$ cat config.mk
export PLATFORM = sky130hd
export DESIGN_NAME = rla_core
export DESIGN_NICKNAME = d
export VERILOG_FILES = /design/src/rla_pkg.sv /design/src/rla_core.sv /design/src/rla_buf2.sv
export SDC_FILE = /design/constraint.sdc
export NUM_CORES = 1
export LEC_CHECK = 0
export BUFFER_PORTS_ARGS = -buffer_cell sky130_fd_sc_hd__buf_2
export CORE_ASPECT_RATIO = 1.2
export CORE_MARGIN = 2
export CORE_UTILIZATION = 50
export CTS_CLUSTER_DIAMETER = 30
export CTS_CLUSTER_SIZE = 10
export DETAILED_ROUTE_END_ITERATION = 12
export PLACE_DENSITY = 0.77
export SYNTH_ARGS = -nofsm -noshare
export SYNTH_HDL_FRONTEND = slang
export SYNTH_SLANG_ARGS = --single-unit
export TNS_END_PERCENT = 100
$ cat constraint.sdc
create_clock -name sys_clk_in -period 5.1 [get_ports sys_clk_in]
set_input_delay 0.765 -clock sys_clk_in [delete_from_list [all_inputs] [get_ports sys_clk_in]]
set_output_delay 0.765 -clock sys_clk_in [all_outputs]
set_load 0.01 [all_outputs]
$ cat src/rla_pkg.sv
// Shared types and constants for the radio link addressing and wake-up block
package rla_pkg;

	// Parameter selector of the command port
	typedef enum logic [3:0] {
		P_RSSI,
		P_DEST,
		P_FLOW,
		P_CHAN,
		P_IDLE_PRE,
		P_HWVER,
		P_NETID,
		P_PRE_LEN,
		P_SLEEP_TIME,
		P_SLEEP_MODE,
		P_FORCE_PRE
	} rla_param_t;

	typedef struct packed {
		logic       write;
		rla_param_t param;
		logic [15:0] data;
	} rla_cmd_t;

	// Header of a received packet, as decoded by the radio front end
	typedef struct packed {
		logic [15:0] net_id;
		logic [7:0]  channel;
		logic [15:0] dest;
		logic [7:0]  rssi;
	} rla_hdr_t;

	typedef enum {TX_IDLE, TX_PRE, TX_DATA} rla_tx_t;
	typedef enum {SL_AWAKE, SL_SLEEP, SL_LISTEN} rla_sleep_t;

	localparam logic [7:0]  RSSI_MIN       = 8'h25;
	localparam logic [7:0]  RSSI_MAX       = 8'h6A;
	localparam logic [7:0]  XON_CHAR       = 8'h11;
	localparam logic [7:0]  XOFF_CHAR      = 8'h13;
	localparam logic [7:0]  CH_MAX_HOP     = 8'h06;
	localparam logic [7:0]  CH_MAX_SINGLE  = 8'h18;
	localparam logic [15:0] NETID_WR_MAX   = 16'h7FFF;
	localparam logic [15:0] IDLE_NEVER     = 16'hFFFF;
	localparam logic [3:0]  SLEEP_MODE_MAX = 4'h8;
	localparam logic [3:0]  SLEEP_CYC_MIN  = 4'h3;
	localparam logic [7:0]  FLOW_ON        = 8'h01;
	localparam logic [15:0] DEST_RST       = 16'h0000;
	localparam logic [7:0]  FLOW_RST       = 8'h00;
	localparam logic [7:0]  CHAN_RST       = 8'h00;
	localparam logic [15:0] IDLE_PRE_RST   = 16'hFFFF;
	localparam logic [7:0]  PRE_LEN_RST    = 8'h01;
	localparam logic [15:0] SLEEP_TIME_RST = 16'h00C8;
	localparam logic [3:0]  SLEEP_MODE_RST = 4'h0;
	localparam logic [7:0]  LISTEN_TICKS   = 8'h01;

	// Timing in nanoseconds and the clock period they are counted in
	localparam int CLK_NS      = 100;
	localparam int TICK_NS     = 100_000_000;
	localparam int WAKE_DET_NS = 35_000_000;
	localparam int TICK_CYC    = TICK_NS / CLK_NS;
	localparam int WAKE_DET_CYC = (WAKE_DET_NS + CLK_NS - 1) / CLK_NS;

	// Cyclic sleep interval in 100 ms ticks for codes 3 to 8
	function automatic logic [7:0] rla_cyc_ticks(input logic [3:0] mode);
		logic [7:0] t;
		t = 8'h00;
		unique case (mode)
			4'h3: t = 8'h05;
			4'h4: t = 8'h0A;
			4'h5: t = 8'h14;
			4'h6: t = 8'h28;
			4'h7: t = 8'h50;
			4'h8: t = 8'hA0;
			default: t = 8'h05;
		endcase
		return t;
	endfunction

endpackage

$ cat src/rla_core.sv
// Link parameters, receive filter, wake-up preamble timing and flow control
//
// Summary of operation
// - Last packet signal strength readable, clamped to 0x25..0x6A.
// - 16-bit destination address, reset zero, must match to deliver payload.
// - Mismatched packets are still tracked but payload is dropped.
// - Network identifier, channel and address must all match for delivery.
// - Force command puts a preamble before the very next transmission.
// - Soft flow on: host 0x13 pauses and 0x11 resumes output.
// - Clear-to-send always gates host data; host obeys it.
// - Channel 0..6 hopping or 0..0x18 single frequency, reset zero.
// - Idle time counted in 100 ms; expiry arms a long preamble.
// - Idle period 0xFFFF never arms the long preamble.
// - Hardware version is read only; writes are ignored.
// - Network identifier writable up to 0x7FFF only.
// - Preamble ends on the preamble_length-th 100 ms tick after it starts.
// - Receiver needs 35 ms of initializer before it syncs.
// - Cyclic sleeper sleeps after idle, wakes periodically to listen.
// - Sleep mode 0..8 accepted; 0..2 never sleep, 3..8 cyclic 0.5..16 s.
`timescale 1ns/100ps
module rla_core
	import rla_pkg::*;
#(
	parameter int          TICK_CYCLES = rla_pkg::TICK_CYC,
	parameter int          WAKE_CYCLES = rla_pkg::WAKE_DET_CYC,
	parameter logic [15:0] HW_VERSION  = 16'h0001, // Arbitrary value
	parameter logic [15:0] NETID_RST   = 16'h0101  // Arbitrary value
) (
	// Clock and reset
	input  wire logic                  sys_clk_in,
	input  wire logic                  reset_in,
	// Command port
	input  wire logic                  cmd_valid_in,
	input  wire rla_pkg::rla_cmd_t     cmd_in,
	output logic                       rsp_valid_out,
	output logic [15:0]                rsp_data_out,
	input  wire logic                  single_freq_in,
	// Host serial into the modem
	input  wire logic                  host_valid_in,
	input  wire logic [7:0]            host_data_in,
	output logic                       cts_out,
	// Serial out to the host
	output logic                       ser_valid_out,
	output logic [7:0]                 ser_data_out,
	input  wire logic                  ser_ready_in,
	// Radio receive
	input  wire logic                  rf_hdr_valid_in,
	input  wire rla_pkg::rla_hdr_t     rf_hdr_in,
	input  wire logic                  rf_rx_valid_in,
	input  wire logic [7:0]            rf_rx_data_in,
	output logic                       rf_rx_ready_out,
	input  wire logic                  rf_wakeup_in,
	// Radio transmit
	output logic                       rf_tx_valid_out,
	output logic [7:0]                 rf_tx_data_out,
	input  wire logic                  rf_tx_ready_in,
	output logic                       preamble_out,
	// Status
	output logic                       rx_synced_out,
	output logic                       sleep_out
);
	import rla_pkg::*;

	localparam int TW = $clog2(TICK_CYCLES + 1);
	localparam int WW = $clog2(WAKE_CYCLES + 1);

	logic [7:0]  rx_signal_strength, soft_flow_select, channel_number;
	logic [15:0] destination_address, idle_before_preamble, network_identifier, time_before_sleep;
	logic [7:0]  preamble_length;
	logic [3:0]  sleep_mode_select;
	logic        force_pend;
	logic [7:0]  next_rssi, next_flow, next_chan, next_pre_len;
	logic [15:0] next_dest, next_idle_pre, next_netid, next_sleep_time;
	logic [3:0]  next_sleep_mode;
	logic        next_force_pend, next_rsp_valid;
	logic [15:0] next_rsp_data;
	logic        wr;

	logic [TW-1:0] tick_cnt, next_tick_cnt;
	logic          tick;
	logic [15:0]   idle_ticks, next_idle_ticks;
	logic          activity;

	rla_tx_t       tx_state, next_tx_state;
	logic [7:0]    tx_hold, next_tx_hold, pre_ticks, next_pre_ticks;
	logic          tx_hold_v, next_tx_hold_v, paused, next_paused;
	logic          host_take, host_flow_char, tx_start, need_pre;

	logic          rx_fwd, next_rx_fwd, hdr_acc, hdr_match;
	logic          buf_in_valid, buf_in_ready, buf_out_valid, buf_out_ready;

	rla_sleep_t    sleep_state, next_sleep_state;
	logic [7:0]    slp_ticks, next_slp_ticks;
	logic [WW-1:0] wake_cnt, next_wake_cnt;
	logic          cyclic;

	assign wr = cmd_valid_in && cmd_in.write;

	// Parameter store and command answers
	always_comb begin
		next_rssi       = rx_signal_strength;
		next_dest       = destination_address;
		next_flow       = soft_flow_select;
		next_chan       = channel_number;
		next_idle_pre   = idle_before_preamble;
		next_netid      = network_identifier;
		next_pre_len    = preamble_length;
		next_sleep_time = time_before_sleep;
		next_sleep_mode = sleep_mode_select;
		next_force_pend = force_pend && !(tx_start && need_pre);
		if (hdr_acc) begin
			if (rf_hdr_in.rssi < RSSI_MIN)
				next_rssi = RSSI_MIN;
			else if (rf_hdr_in.rssi > RSSI_MAX)
				next_rssi = RSSI_MAX;
			else
				next_rssi = rf_hdr_in.rssi;
		end
		if (wr) begin
			unique case (cmd_in.param)
				P_DEST: next_dest = cmd_in.data;
				P_FLOW: if (cmd_in.data <= 16'(FLOW_ON))
					next_flow = cmd_in.data[7:0];
				P_CHAN: if (cmd_in.data <= 16'(single_freq_in ? CH_MAX_SINGLE : CH_MAX_HOP))
					next_chan = cmd_in.data[7:0];
				P_IDLE_PRE: next_idle_pre = cmd_in.data;
				P_NETID: if (cmd_in.data <= NETID_WR_MAX)
					next_netid = cmd_in.data;
				P_PRE_LEN: next_pre_len = cmd_in.data[7:0];
				P_SLEEP_TIME: next_sleep_time = cmd_in.data;
				P_SLEEP_MODE: if (cmd_in.data <= 16'(SLEEP_MODE_MAX))
					next_sleep_mode = cmd_in.data[3:0];
				P_FORCE_PRE: next_force_pend = 1'b1;
				default: ; // Read-only entries ignore writes
			endcase
		end
		next_rsp_valid = cmd_valid_in;
		unique case (cmd_in.param)
			P_RSSI:       next_rsp_data = {8'h00, rx_signal_strength};
			P_DEST:       next_rsp_data = destination_address;
			P_FLOW:       next_rsp_data = {8'h00, soft_flow_select};
			P_CHAN:       next_rsp_data = {8'h00, channel_number};
			P_IDLE_PRE:   next_rsp_data = idle_before_preamble;
			P_HWVER:      next_rsp_data = HW_VERSION;
			P_NETID:      next_rsp_data = network_identifier;
			P_PRE_LEN:    next_rsp_data = {8'h00, preamble_length};
			P_SLEEP_TIME: next_rsp_data = time_before_sleep;
			P_SLEEP_MODE: next_rsp_data = {12'h000, sleep_mode_select};
			default:      next_rsp_data = 16'h0000;
		endcase
	end

	always_ff @(posedge sys_clk_in) begin
		if (reset_in) begin
			rx_signal_strength   <= RSSI_MIN;
			destination_address  <= DEST_RST;
			soft_flow_select     <= FLOW_RST;
			channel_number       <= CHAN_RST;
			idle_before_preamble <= IDLE_PRE_RST;
			network_identifier   <= NETID_RST;
			preamble_length      <= PRE_LEN_RST;
			time_before_sleep    <= SLEEP_TIME_RST;
			sleep_mode_select    <= SLEEP_MODE_RST;
			force_pend           <= 1'b0;
			rsp_valid_out        <= 1'b0;
			rsp_data_out         <= 16'h0000;
		end else begin
			rx_signal_strength   <= next_rssi;
			destination_address  <= next_dest;
			soft_flow_select     <= next_flow;
			channel_number       <= next_chan;
			idle_before_preamble <= next_idle_pre;
			network_identifier   <= next_netid;
			preamble_length      <= next_pre_len;
			time_before_sleep    <= next_sleep_time;
			sleep_mode_select    <= next_sleep_mode;
			force_pend           <= next_force_pend;
			rsp_valid_out        <= next_rsp_valid;
			rsp_data_out         <= next_rsp_data;
		end
	end

	// 100 ms tick and idle time
	assign tick = (tick_cnt == TW'(TICK_CYCLES - 1));
	assign activity = host_take || (ser_valid_out && ser_ready_in) || hdr_acc
		|| (rf_rx_valid_in && rf_rx_ready_out) || (rf_tx_valid_out && rf_tx_ready_in);

	always_comb begin
		next_tick_cnt = tick ? '0 : tick_cnt + 1'b1;
		next_idle_ticks = idle_ticks;
		if (activity)
			next_idle_ticks = 16'h0000;
		else if (tick && idle_ticks != 16'hFFFF)
			next_idle_ticks = idle_ticks + 16'h0001;
	end

	always_ff @(posedge sys_clk_in) begin
		if (reset_in) begin
			tick_cnt   <= '0;
			idle_ticks <= 16'h0000;
		end else begin
			tick_cnt   <= next_tick_cnt;
			idle_ticks <= next_idle_ticks;
		end
	end

	// Transmit path with preamble and flow control
	assign cts_out = !tx_hold_v;
	assign host_take = host_valid_in && cts_out;
	assign host_flow_char = (soft_flow_select == FLOW_ON)
		&& (host_data_in == XON_CHAR || host_data_in == XOFF_CHAR);
	assign tx_start = host_take && !host_flow_char && tx_state == TX_IDLE;
	assign need_pre = force_pend || (idle_before_preamble != IDLE_NEVER
		&& idle_ticks >= idle_before_preamble);
	assign rf_tx_valid_out = tx_hold_v && tx_state == TX_DATA;
	assign rf_tx_data_out = tx_hold;
	assign preamble_out = (tx_state == TX_PRE);

	always_comb begin
		next_tx_state  = tx_state;
		next_tx_hold   = tx_hold;
		next_tx_hold_v = tx_hold_v && !(rf_tx_valid_out && rf_tx_ready_in);
		next_pre_ticks = pre_ticks;
		next_paused    = paused;
		if (host_take && host_flow_char)
			next_paused = (host_data_in == XOFF_CHAR);
		else if (host_take) begin
			next_tx_hold   = host_data_in;
			next_tx_hold_v = 1'b1;
		end
		unique case (tx_state)
			TX_IDLE: if (tx_start) begin
				next_pre_ticks = 8'h00;
				if (need_pre && preamble_length != 8'h00)
					next_tx_state = TX_PRE;
				else
					next_tx_state = TX_DATA;
			end
			TX_PRE: if (tick) begin
				next_pre_ticks = pre_ticks + 8'h01;
				if (pre_ticks + 8'h01 >= preamble_length)
					next_tx_state = TX_DATA;
			end
			TX_DATA: if (!tx_hold_v && !host_valid_in)
				next_tx_state = TX_IDLE;
		endcase
	end

	always_ff @(posedge sys_clk_in) begin
		if (reset_in) begin
			tx_state  <= TX_IDLE;
			tx_hold   <= 8'h00;
			tx_hold_v <= 1'b0;
			pre_ticks <= 8'h00;
			paused    <= 1'b0;
		end else begin
			tx_state  <= next_tx_state;
			tx_hold   <= next_tx_hold;
			tx_hold_v <= next_tx_hold_v;
			pre_ticks <= next_pre_ticks;
			paused    <= next_paused;
		end
	end

	// Receive filter; a dropped packet is still drained to stay in step
	assign hdr_acc = rf_hdr_valid_in && sleep_state == SL_AWAKE;
	assign hdr_match = rf_hdr_in.net_id == network_identifier
		&& rf_hdr_in.channel == channel_number
		&& rf_hdr_in.dest == destination_address;
	assign next_rx_fwd = hdr_acc ? hdr_match : rx_fwd;
	assign buf_in_valid = rf_rx_valid_in && rx_fwd;
	assign rf_rx_ready_out = rx_fwd ? buf_in_ready : 1'b1;
	assign ser_valid_out = buf_out_valid && !paused;
	assign buf_out_ready = ser_ready_in && !paused;

	rla_buf2 #(.WIDTH(8), .DEPTH(2)) u_rx_buf (
		.sys_clk_in   (sys_clk_in),
		.reset_in     (reset_in),
		.in_valid_in  (buf_in_valid),
		.in_data_in   (rf_rx_data_in),
		.in_ready_out (buf_in_ready),
		.out_valid_out(buf_out_valid),
		.out_data_out (ser_data_out),
		.out_ready_in (buf_out_ready)
	);

	// Cyclic sleep and wake-up detection
	assign cyclic = sleep_mode_select >= SLEEP_CYC_MIN;
	assign rx_synced_out = (wake_cnt == WW'(WAKE_CYCLES));
	assign sleep_out = (sleep_state == SL_SLEEP);

	always_comb begin
		next_sleep_state = sleep_state;
		next_slp_ticks = tick ? slp_ticks + 8'h01 : slp_ticks;
		next_wake_cnt = '0;
		if (rf_wakeup_in && sleep_state != SL_SLEEP)
			next_wake_cnt = rx_synced_out ? wake_cnt : wake_cnt + 1'b1;
		unique case (sleep_state)
			SL_AWAKE: if (cyclic && idle_ticks >= time_before_sleep && !activity) begin
				next_sleep_state = SL_SLEEP;
				next_slp_ticks = 8'h00;
			end
			SL_SLEEP: if (!cyclic) next_sleep_state = SL_AWAKE;
			else if (next_slp_ticks >= rla_cyc_ticks(sleep_mode_select)) begin
				next_sleep_state = SL_LISTEN;
				next_slp_ticks = 8'h00;
			end
			SL_LISTEN: if (rx_synced_out || !cyclic) next_sleep_state = SL_AWAKE;
			else if (next_slp_ticks >= LISTEN_TICKS && !rf_wakeup_in) begin
				next_sleep_state = SL_SLEEP;
				next_slp_ticks = 8'h00;
			end
		endcase
	end

	always_ff @(posedge sys_clk_in) begin
		if (reset_in) begin
			sleep_state <= SL_AWAKE;
			slp_ticks   <= 8'h00;
			wake_cnt    <= '0;
			rx_fwd      <= 1'b0;
		end else begin
			sleep_state <= next_sleep_state;
			slp_ticks   <= next_slp_ticks;
			wake_cnt    <= next_wake_cnt;
			rx_fwd      <= next_rx_fwd;
		end
	end
endmodule

$ cat src/rla_buf2.sv
// Two-entry buffer with valid and ready on both sides
`timescale 1ns/100ps
module rla_buf2 #(
	parameter int WIDTH = 8,
	parameter int DEPTH = 2
) (
	// Clock and reset
	input  wire logic             sys_clk_in,
	input  wire logic             reset_in,
	// Fill side
	input  wire logic             in_valid_in,
	input  wire logic [WIDTH-1:0] in_data_in,
	output logic                  in_ready_out,
	// Drain side
	output logic                  out_valid_out,
	output logic [WIDTH-1:0]      out_data_out,
	input  wire logic             out_ready_in
);
	localparam int AW = (DEPTH > 1) ? $clog2(DEPTH) : 1;
	logic [WIDTH-1:0] mem [DEPTH];
	logic [AW-1:0]    wr_ptr, rd_ptr, next_wr_ptr, next_rd_ptr;
	logic [AW:0]      count, next_count;
	logic             push, pop;

	assign in_ready_out  = (count != (AW+1)'(DEPTH));
	assign out_valid_out = (count != '0);
	assign out_data_out  = mem[rd_ptr];
	assign push = in_valid_in && in_ready_out;
	assign pop  = out_valid_out && out_ready_in;

	always_comb begin
		next_wr_ptr = wr_ptr;
		next_rd_ptr = rd_ptr;
		if (push)
			next_wr_ptr = (wr_ptr == AW'(DEPTH-1)) ? '0 : wr_ptr + 1'b1;
		if (pop)
			next_rd_ptr = (rd_ptr == AW'(DEPTH-1)) ? '0 : rd_ptr + 1'b1;
		next_count = count + (AW+1)'(push) - (AW+1)'(pop);
	end

	always_ff @(posedge sys_clk_in) begin
		if (reset_in) begin
			wr_ptr <= '0;
			rd_ptr <= '0;
			count  <= '0;
		end else begin
			wr_ptr <= next_wr_ptr;
			rd_ptr <= next_rd_ptr;
			count  <= next_count;
		end
	end

	// Storage needs no reset; valid is gated by count
	always_ff @(posedge sys_clk_in) begin
		if (push)
			mem[wr_ptr] <= in_data_in;
	end

endmodule

After elaboration in Yosys (flattened, before gate mapping)
Memories as Yosys holds them, arrays and structs flattened. A register that Yosys moved wholly into a read port is not among the register bits.
Index checks and enable logic that the tools add are counted.
{"block": "op_classes", "addsub": 9, "mul": 0, "n_div": 0, "n_lt_le_gt_ge": 12, "eq_ne": 41, "shifts": 0, "n_mux": 40, "bitwise_logic": 2, "n_reduce_logical": 68}
{"operator": "32-bit two-way mux", "count": 9}
{"operator": "32-bit case mux with 3 select lines", "count": 2}
{"operator": "16-bit case mux with 10 select lines", "count": 1}
{"operator": "32-bit by 2-bit == test with 1-bit output (second input constant)", "count": 4}
{"operator": "32-bit zero test", "count": 4}
{"operator": "8-bit two-way mux", "count": 12}
{"operator": "32-bit by 1-bit == test with 1-bit output (second input constant)", "count": 2}
{"operator": "8-bit case mux with 5 select lines", "count": 1}
{"operator": "16-bit == test", "count": 2}
{"operator": "32-bit by 3-bit == test with 1-bit output (second input constant)", "count": 1}
{"operator": "4-bit by 3-bit == test with 1-bit output (second input constant)", "count": 8}
{"operator": "16-bit greater-or-equal comparator", "count": 2}
{"operator": "16-bit != test (second input constant)", "count": 2}
{"operator": "32-bit by 2-bit != test with 1-bit output (second input constant)", "count": 1}
{"operator": "1-bit logical AND", "count": 29}
{"operator": "8-bit case mux with 3 select lines", "count": 1}
{"operator": "20-bit by 1-bit adder with 20-bit output (second input constant)", "count": 1}
{"operator": "20-bit == test (second input constant)", "count": 1}
{"operator": "19-bit by 1-bit adder with 19-bit output (second input constant)", "count": 1}
{"operator": "19-bit == test (second input constant)", "count": 1}
{"operator": "3-bit AND reduction", "count": 6}
{"operator": "16-bit by 1-bit adder with 16-bit output (second input constant)", "count": 1}
{"operator": "8-bit by 1-bit adder with 8-bit output (second input constant)", "count": 2}
{"operator": "4-bit == test (second input constant)", "count": 4}
{"operator": "other kinds (32)", "count": 74}
{"block": "word_totals", "reg_bits": 268, "latchBits": 0, "mem_bits_rw": 16, "romBits": 0, "in_bits": 95, "word_cells": 199, "mem_count": 1}
{"name": "u_rx_buf.mem", "words": 2, "word_bits": 8, "rd": 1, "rd_clocked_by_memory_dff": 1, "wr": 1, "line": "rla_buf2.sv:20", "rtl": "logic [WIDTH-1:0] mem [DEPTH];"}

Logic depth before layout (Yosys ltp)
{"block": "logic_depth", "ltp_word": 11, "ltp_mapped": 15, "mapped_depth_nobuf": 15}

Modules after synthesis
Synthesis repeated with hierarchy kept, for this count alone.
{"block": "unflattened", "hier_cells": 1348, "hier_area_um2": 11577.4}
{"module": "rla_core", "instances": 1, "cells_each": 1296, "area_each_um2": 10736.5, "seq_area_each_um2": 4083.9}
{"module": "rla_buf2", "instances": 1, "cells_each": 52, "area_each_um2": 840.8, "seq_area_each_um2": 580.6}

Worst setup path before layout
OpenSTA, ideal clock, no wires.
{"block": "synth_path", "kind": "register to register", "start": "reg tick_cnt[0]", "end": "reg slp_ticks[1]", "setup_time_ps": 146, "arrival_time_ps": 2762, "path_slack_ps": 2192, "stages_incl_launch_ff": 15, "path_buffers": 1, "period_less_slack_ps": 2908, "path_cell_list": "dfxtp_1 -> ha_1 -> and2_0 -> and2_1 -> buf_2 -> nand2_1 -> nor3_1 -> xor2_1 -> ha_1 -> nand3_1 -> nor3_1 -> nor2_1 -> and2_1 -> a221oi_4 -> nor3_1"}
{"block": "synth_between", "elab_chain_cells": 7, "elab_cells_between_ends": 11, "cone_classes": "2 x order compare; 1 x eq/ne; 7 x mux; 1 x reduce/logical"}
{"element": "start: declaration", "line": "rla_core.sv:79", "rtl": "logic [TW-1:0] tick_cnt, next_tick_cnt;"}
{"element": "start signal: assignment", "line": "rla_core.sv:202", "rtl": "tick_cnt <= next_tick_cnt;"}
{"element": "20-bit == test *", "line": "rla_core.sv:184", "rtl": "assign tick = (tick_cnt == TW'(TICK_CYCLES - 1));"}
{"element": "8-bit two-way mux *", "line": "rla_core.sv:294", "rtl": "next_slp_ticks = tick ? slp_ticks + 8'h01 : slp_ticks;"}
{"element": "8-bit by 1-bit greater-or-equal comparator with 1-bit output", "line": "rla_core.sv:309", "rtl": "else if (next_slp_ticks >= LISTEN_TICKS && !rf_wakeup_in) begin"}
{"element": "1-bit logical AND", "line": "rla_core.sv:309"}
{"element": "8-bit two-way mux", "line": "rla_core.sv:309"}
{"element": "8-bit two-way mux", "line": "rla_core.sv:308", "rtl": "SL_LISTEN: if (rx_synced_out || !cyclic) next_sleep_state = SL_AWAKE;"}
{"element": "8-bit case mux with 3 select lines *", "line": "rla_core.sv:298", "rtl": "unique case (sleep_state)"}
{"element": "end signal: assignment", "line": "rla_core.sv:324", "rtl": "slp_ticks <= next_slp_ticks;"}
{"element": "end: declaration", "line": "rla_core.sv:93", "rtl": "logic [7:0] slp_ticks, next_slp_ticks;"}
Every way passes the cells marked *; elsewhere a longest branch is shown, timed or not.
A chain may end at the register's enable or synchronous reset.

Worst setup path after layout
{"block": "layout_path", "start": "reg sleep_state[0]", "end": "reg slp_ticks[6]"}
{"block": "layout_between", "elab_chain_cells": 9, "elab_cells_between_ends": 12, "cone_classes": "2 x eq/ne; 2 x mux; 8 x reduce/logical"}
{"element": "start: declaration", "line": "rla_core.sv:92", "rtl": "rla_sleep_t sleep_state, next_sleep_state;"}
{"element": "start signal: assignment", "line": "rla_core.sv:323", "rtl": "sleep_state <= next_sleep_state;"}
{"element": "32-bit zero test", "line": "rla_core.sv:266", "rtl": "assign hdr_acc = rf_hdr_valid_in && sleep_state == SL_AWAKE;"}
{"element": "1-bit logical AND", "line": "rla_core.sv:266"}
{"element": "1-bit logical OR", "line": "rla_core.sv:185", "rtl": "assign activity = host_take || (ser_valid_out && ser_ready_in) || hdr_acc"}
{"element": "1-bit logical OR (2 in series)", "line": "rla_core.sv:186", "rtl": "|| (rf_rx_valid_in && rf_rx_ready_out) || (rf_tx_valid_out && rf_tx_ready_in);"}
{"element": "1-bit zero test", "line": "rla_core.sv:299", "rtl": "SL_AWAKE: if (cyclic && idle_ticks >= time_before_sleep && !activity) begin"}
{"element": "1-bit logical AND", "line": "rla_core.sv:299"}
{"element": "8-bit two-way mux", "line": "rla_core.sv:299"}
{"element": "8-bit case mux with 3 select lines *", "line": "rla_core.sv:298"}
Marks and branches as above.

==> flow_summary.yaml <==
place:
  gp_congestion: 0.983
  place_ws_ps: 1440
  io_buffers: 134
  dpl.hpwl_mm: 23.6
finish:
  final_util_pct: 60.4
  syn2layout_area_growth_pct: 19.7
  fillCellCount: 2010
  drive_gt1_share_pct: 16.1
  diodes: 0
  num-nets-final: 1646
clock_network:
  post_cts_resized: 0
  cts_tree: "built"
  htree_levels: 2
  cts_buffers: 42
  cts_root_buf: "clkbuf_16"
  cts_sinks: 225
  post_cts_buffers: 0
  cts_buffer_depth: 3
  cts_hold_buf: 0
  clkTransAtPathRegs_ps: 50
  clk_latency_ps: 530
yosys:
  synth_fp_nets: 1521
  ys_seq_elements: 225
  synth_edf_count: 16
  synthesis.area_um2: 11600
  syn_inst: 1361
  async_flop_share_pct: 0
  synth.avg_cell_area_um2: 8.55
  synth_cell_type_count: 66
  yosys_warnings: 0
  yosysSeqAreaShare_pct: 40.1
  yosys_most_used_dff: "dfxtp_1"
sta:
  period_minus_slack_ps: 3560
  rsz0062_at_grt: "no"
  fmax_ghz: 0.281
  tightestPinTransition_ps: 1280
  final-hold-violation-count: 0
  holdWs_ps: 426
  tns_ps: 0
  finalSetupViolCount: 0
  finClkSkew_ps: 18.5
  drv_slew: 0
  fin_ws_ps: 1540
  slew_headroom_pct: 12.4
  finalCritPeriodShare_pct: 69.8
run:
  maxCapViolCount: 0
global_route:
  first_global_vias: 10200
  grt.overflow.total: 0
  grt_max_degree: 71
  grt_pass1_wl_mm: 51.6
  antenna_found_initial: 2
  grt_usage_pct: 26.5
worst_setup_path:
  worstPathArrival_ps: 3950
  crit_chain: "inv_1, ha_1, and2_1, a2111oi_0, o2111ai_1, a211oi_1, nor2_1, nand2_1, nor2_1"
  slowest_stage: "a2111oi_0"
  cp.buffers_inverters: 1
  cp-start-kind: "flip-flop"
  worst-path-max-fanout: 9
  worstSetupPathType: "flip-flop to flip-flop"
  end_kind: "flip-flop"
  required_ps: 5490
  crit_path_max_incr_delay_ps: 1120
  crit_family: "compound AO/OA/AOI/OAI gates"
  timing.critical_path.mode_cell: "nor2_1"
power:
  powerDensity_nw_per_um2: 345
  power_mw: 4.80
  leakagePower_nw: 5.43
  vdd_ir_drop_max_mv: 0.258
detailed_routing:
  drt_wl_total_mm: 32.6
  via_per_inst: 5.74
  ant_nets: 0
  num_vias: 10500
  firstDrtPassIters: 5
  drc: 0
  drtIter0Drc: 757
  wire_per_inst_um: 17.8
floorplanning:
  boundaryPins: 135
  start_util_pct: 50.5
  core_area_um2: 23000
  fp.dieH_um: 171
  rows: 61
  die_x_um: 143
  die_area_um2: 24500
run_status:
  status: "finished clean"
worst_hold_path:
  hold_path.class: "input port to flip-flop"
worst paths after layout:
path / endpoint / startpoint / slack [ps] / depth (start not counted)
worst max-delay path: slp_ticks[6] / sleep_state[0] / 1540 / 9
worst min-delay path: u_rx_buf.mem[1][5] / rf_rx_data_in[5] / 430 / 1
worst max register to register: slp_ticks[6] / sleep_state[0] / 1540 / 9
worst min register to register: tick_cnt[0] / tick_cnt[0] / 470 / 1
synthesized netlist by cell type (16+ instances only):
cell	count	area share [%]
ha_1	65	7.0
a22oi_1	30	1.9
o21ai_0	30	1.3
xor2_1	40	3.0
nor4_1	18	0.97
nand3_1	32	1.4
nand2b_1	19	1.0
dfxtp_1	209	36
nor2b_1	16	0.86
xnor2_1	60	4.5
and2_1	22	1.2
nand4_1	35	1.9
a21oi_1	93	4.0
mux2i_1	35	3.0
nor3_1	25	1.1
edfxtp_1	16	4.1
nor2_1	161	5.2
nand2_1	156	5.0
a211o_1	25	1.9
inv_1	65	2.1
clkbuf_1	55	1.8
report_power, final:
| part | switching [mW] | total, mW | internal (mW) |
|---|---|---|---|
| Sequential | 0.0254 | 1.83 | 1.81 |
| Combinational | 0.204 | 0.329 | 0.125 |
| Clock | 0.968 | 2.63 | 1.66 |
| Total | 1.20 | 4.80 | 3.60 |
worst reg2reg max path, stage by stage (launching register included):
cell and delay (ps):
dfxtp_1 330, inv_1 80, ha_1 240, and2_1 260, a2111oi_0 1120, o2111ai_1 310
a211oi_1 760, nor2_1 140, nand2_1 140, nor2_1 50
metrics by stage:
step | std cells | instance area, µm²
CTS | 1833 | 13900
global placement | 1757 | 12500
floorplan | 1361 | 11600
global route | 1833 | 13900
finish | 1833 | 13900
detailed placement | 1757 | 12500
layout make-up:
cell class / instances / area, µm² / area share, %
multi-input cells: 1008 / 6500 / 46.7
well taps: 315 / 394 / 2.83
flip-flops and latches: 225 / 4660 / 33.5
inverters: 66 / 248 / 1.78
clock inverters: 23 / 186 / 1.34
clock buffers: 53 / 1180 / 8.50
repair buffers: 143 / 741 / 5.32
kinds of logic after synthesis:
logic type,Yosys count,synth area share [%]
and+or+nand+nor,546,22.8
AOI/OAI and AO/OA,253,14.6
DFF,225,40.1
buffers and inverters,128,4.16
xor gates and xnor gates,100,7.53
adders and majority gates,65,6.99
muxes,44,3.88
layout by cell type, fill, tap and decap left out, types with 35 or more instances in the layout:
cell / instances
a21oi_1: 93
buf_2: 133
clkbuf_16: 43
dfxtp_1: 209
ha_1: 65
inv_1: 65
mux2i_1: 35
nand2_1: 156
nand4_1: 35
nor2_1: 161
xnor2_1: 60
xor2_1: 40
routing by layer:
layer / track usage [%] / wire length [µm] / vias up
met5: 0 / 0 / -
met4: 11.5 / 1380 / 0
met3: 5.68 / 2800 / 103
met2: 44.4 / 15100 / 440
met1: 32.8 / 13200 / 4939
li1: - / - / 5040
registers in the layout, summed over array words and instances, names as in the netlist, 2 cells and up, named ones only:
| register | flops |
|---|---|
| channel_number | 8 |
| destination_address | 16 |
| idle_before_preamble | 16 |
| idle_ticks | 16 |
| network_identifier | 16 |
| pre_ticks | 8 |
| preamble_length | 8 |
| rf_tx_data_out | 8 |
| rsp_data_out | 16 |
| rx_signal_strength | 8 |
| sleep_mode_select | 4 |
| sleep_state | 2 |
| slp_ticks | 8 |
| soft_flow_select | 8 |
| tick_cnt | 20 |
| time_before_sleep | 16 |
| tx_state | 2 |
| u_rx_buf.count | 2 |
| u_rx_buf.mem | 16 |
| wake_cnt | 19 |
Power figures use the tool's default switching activity.
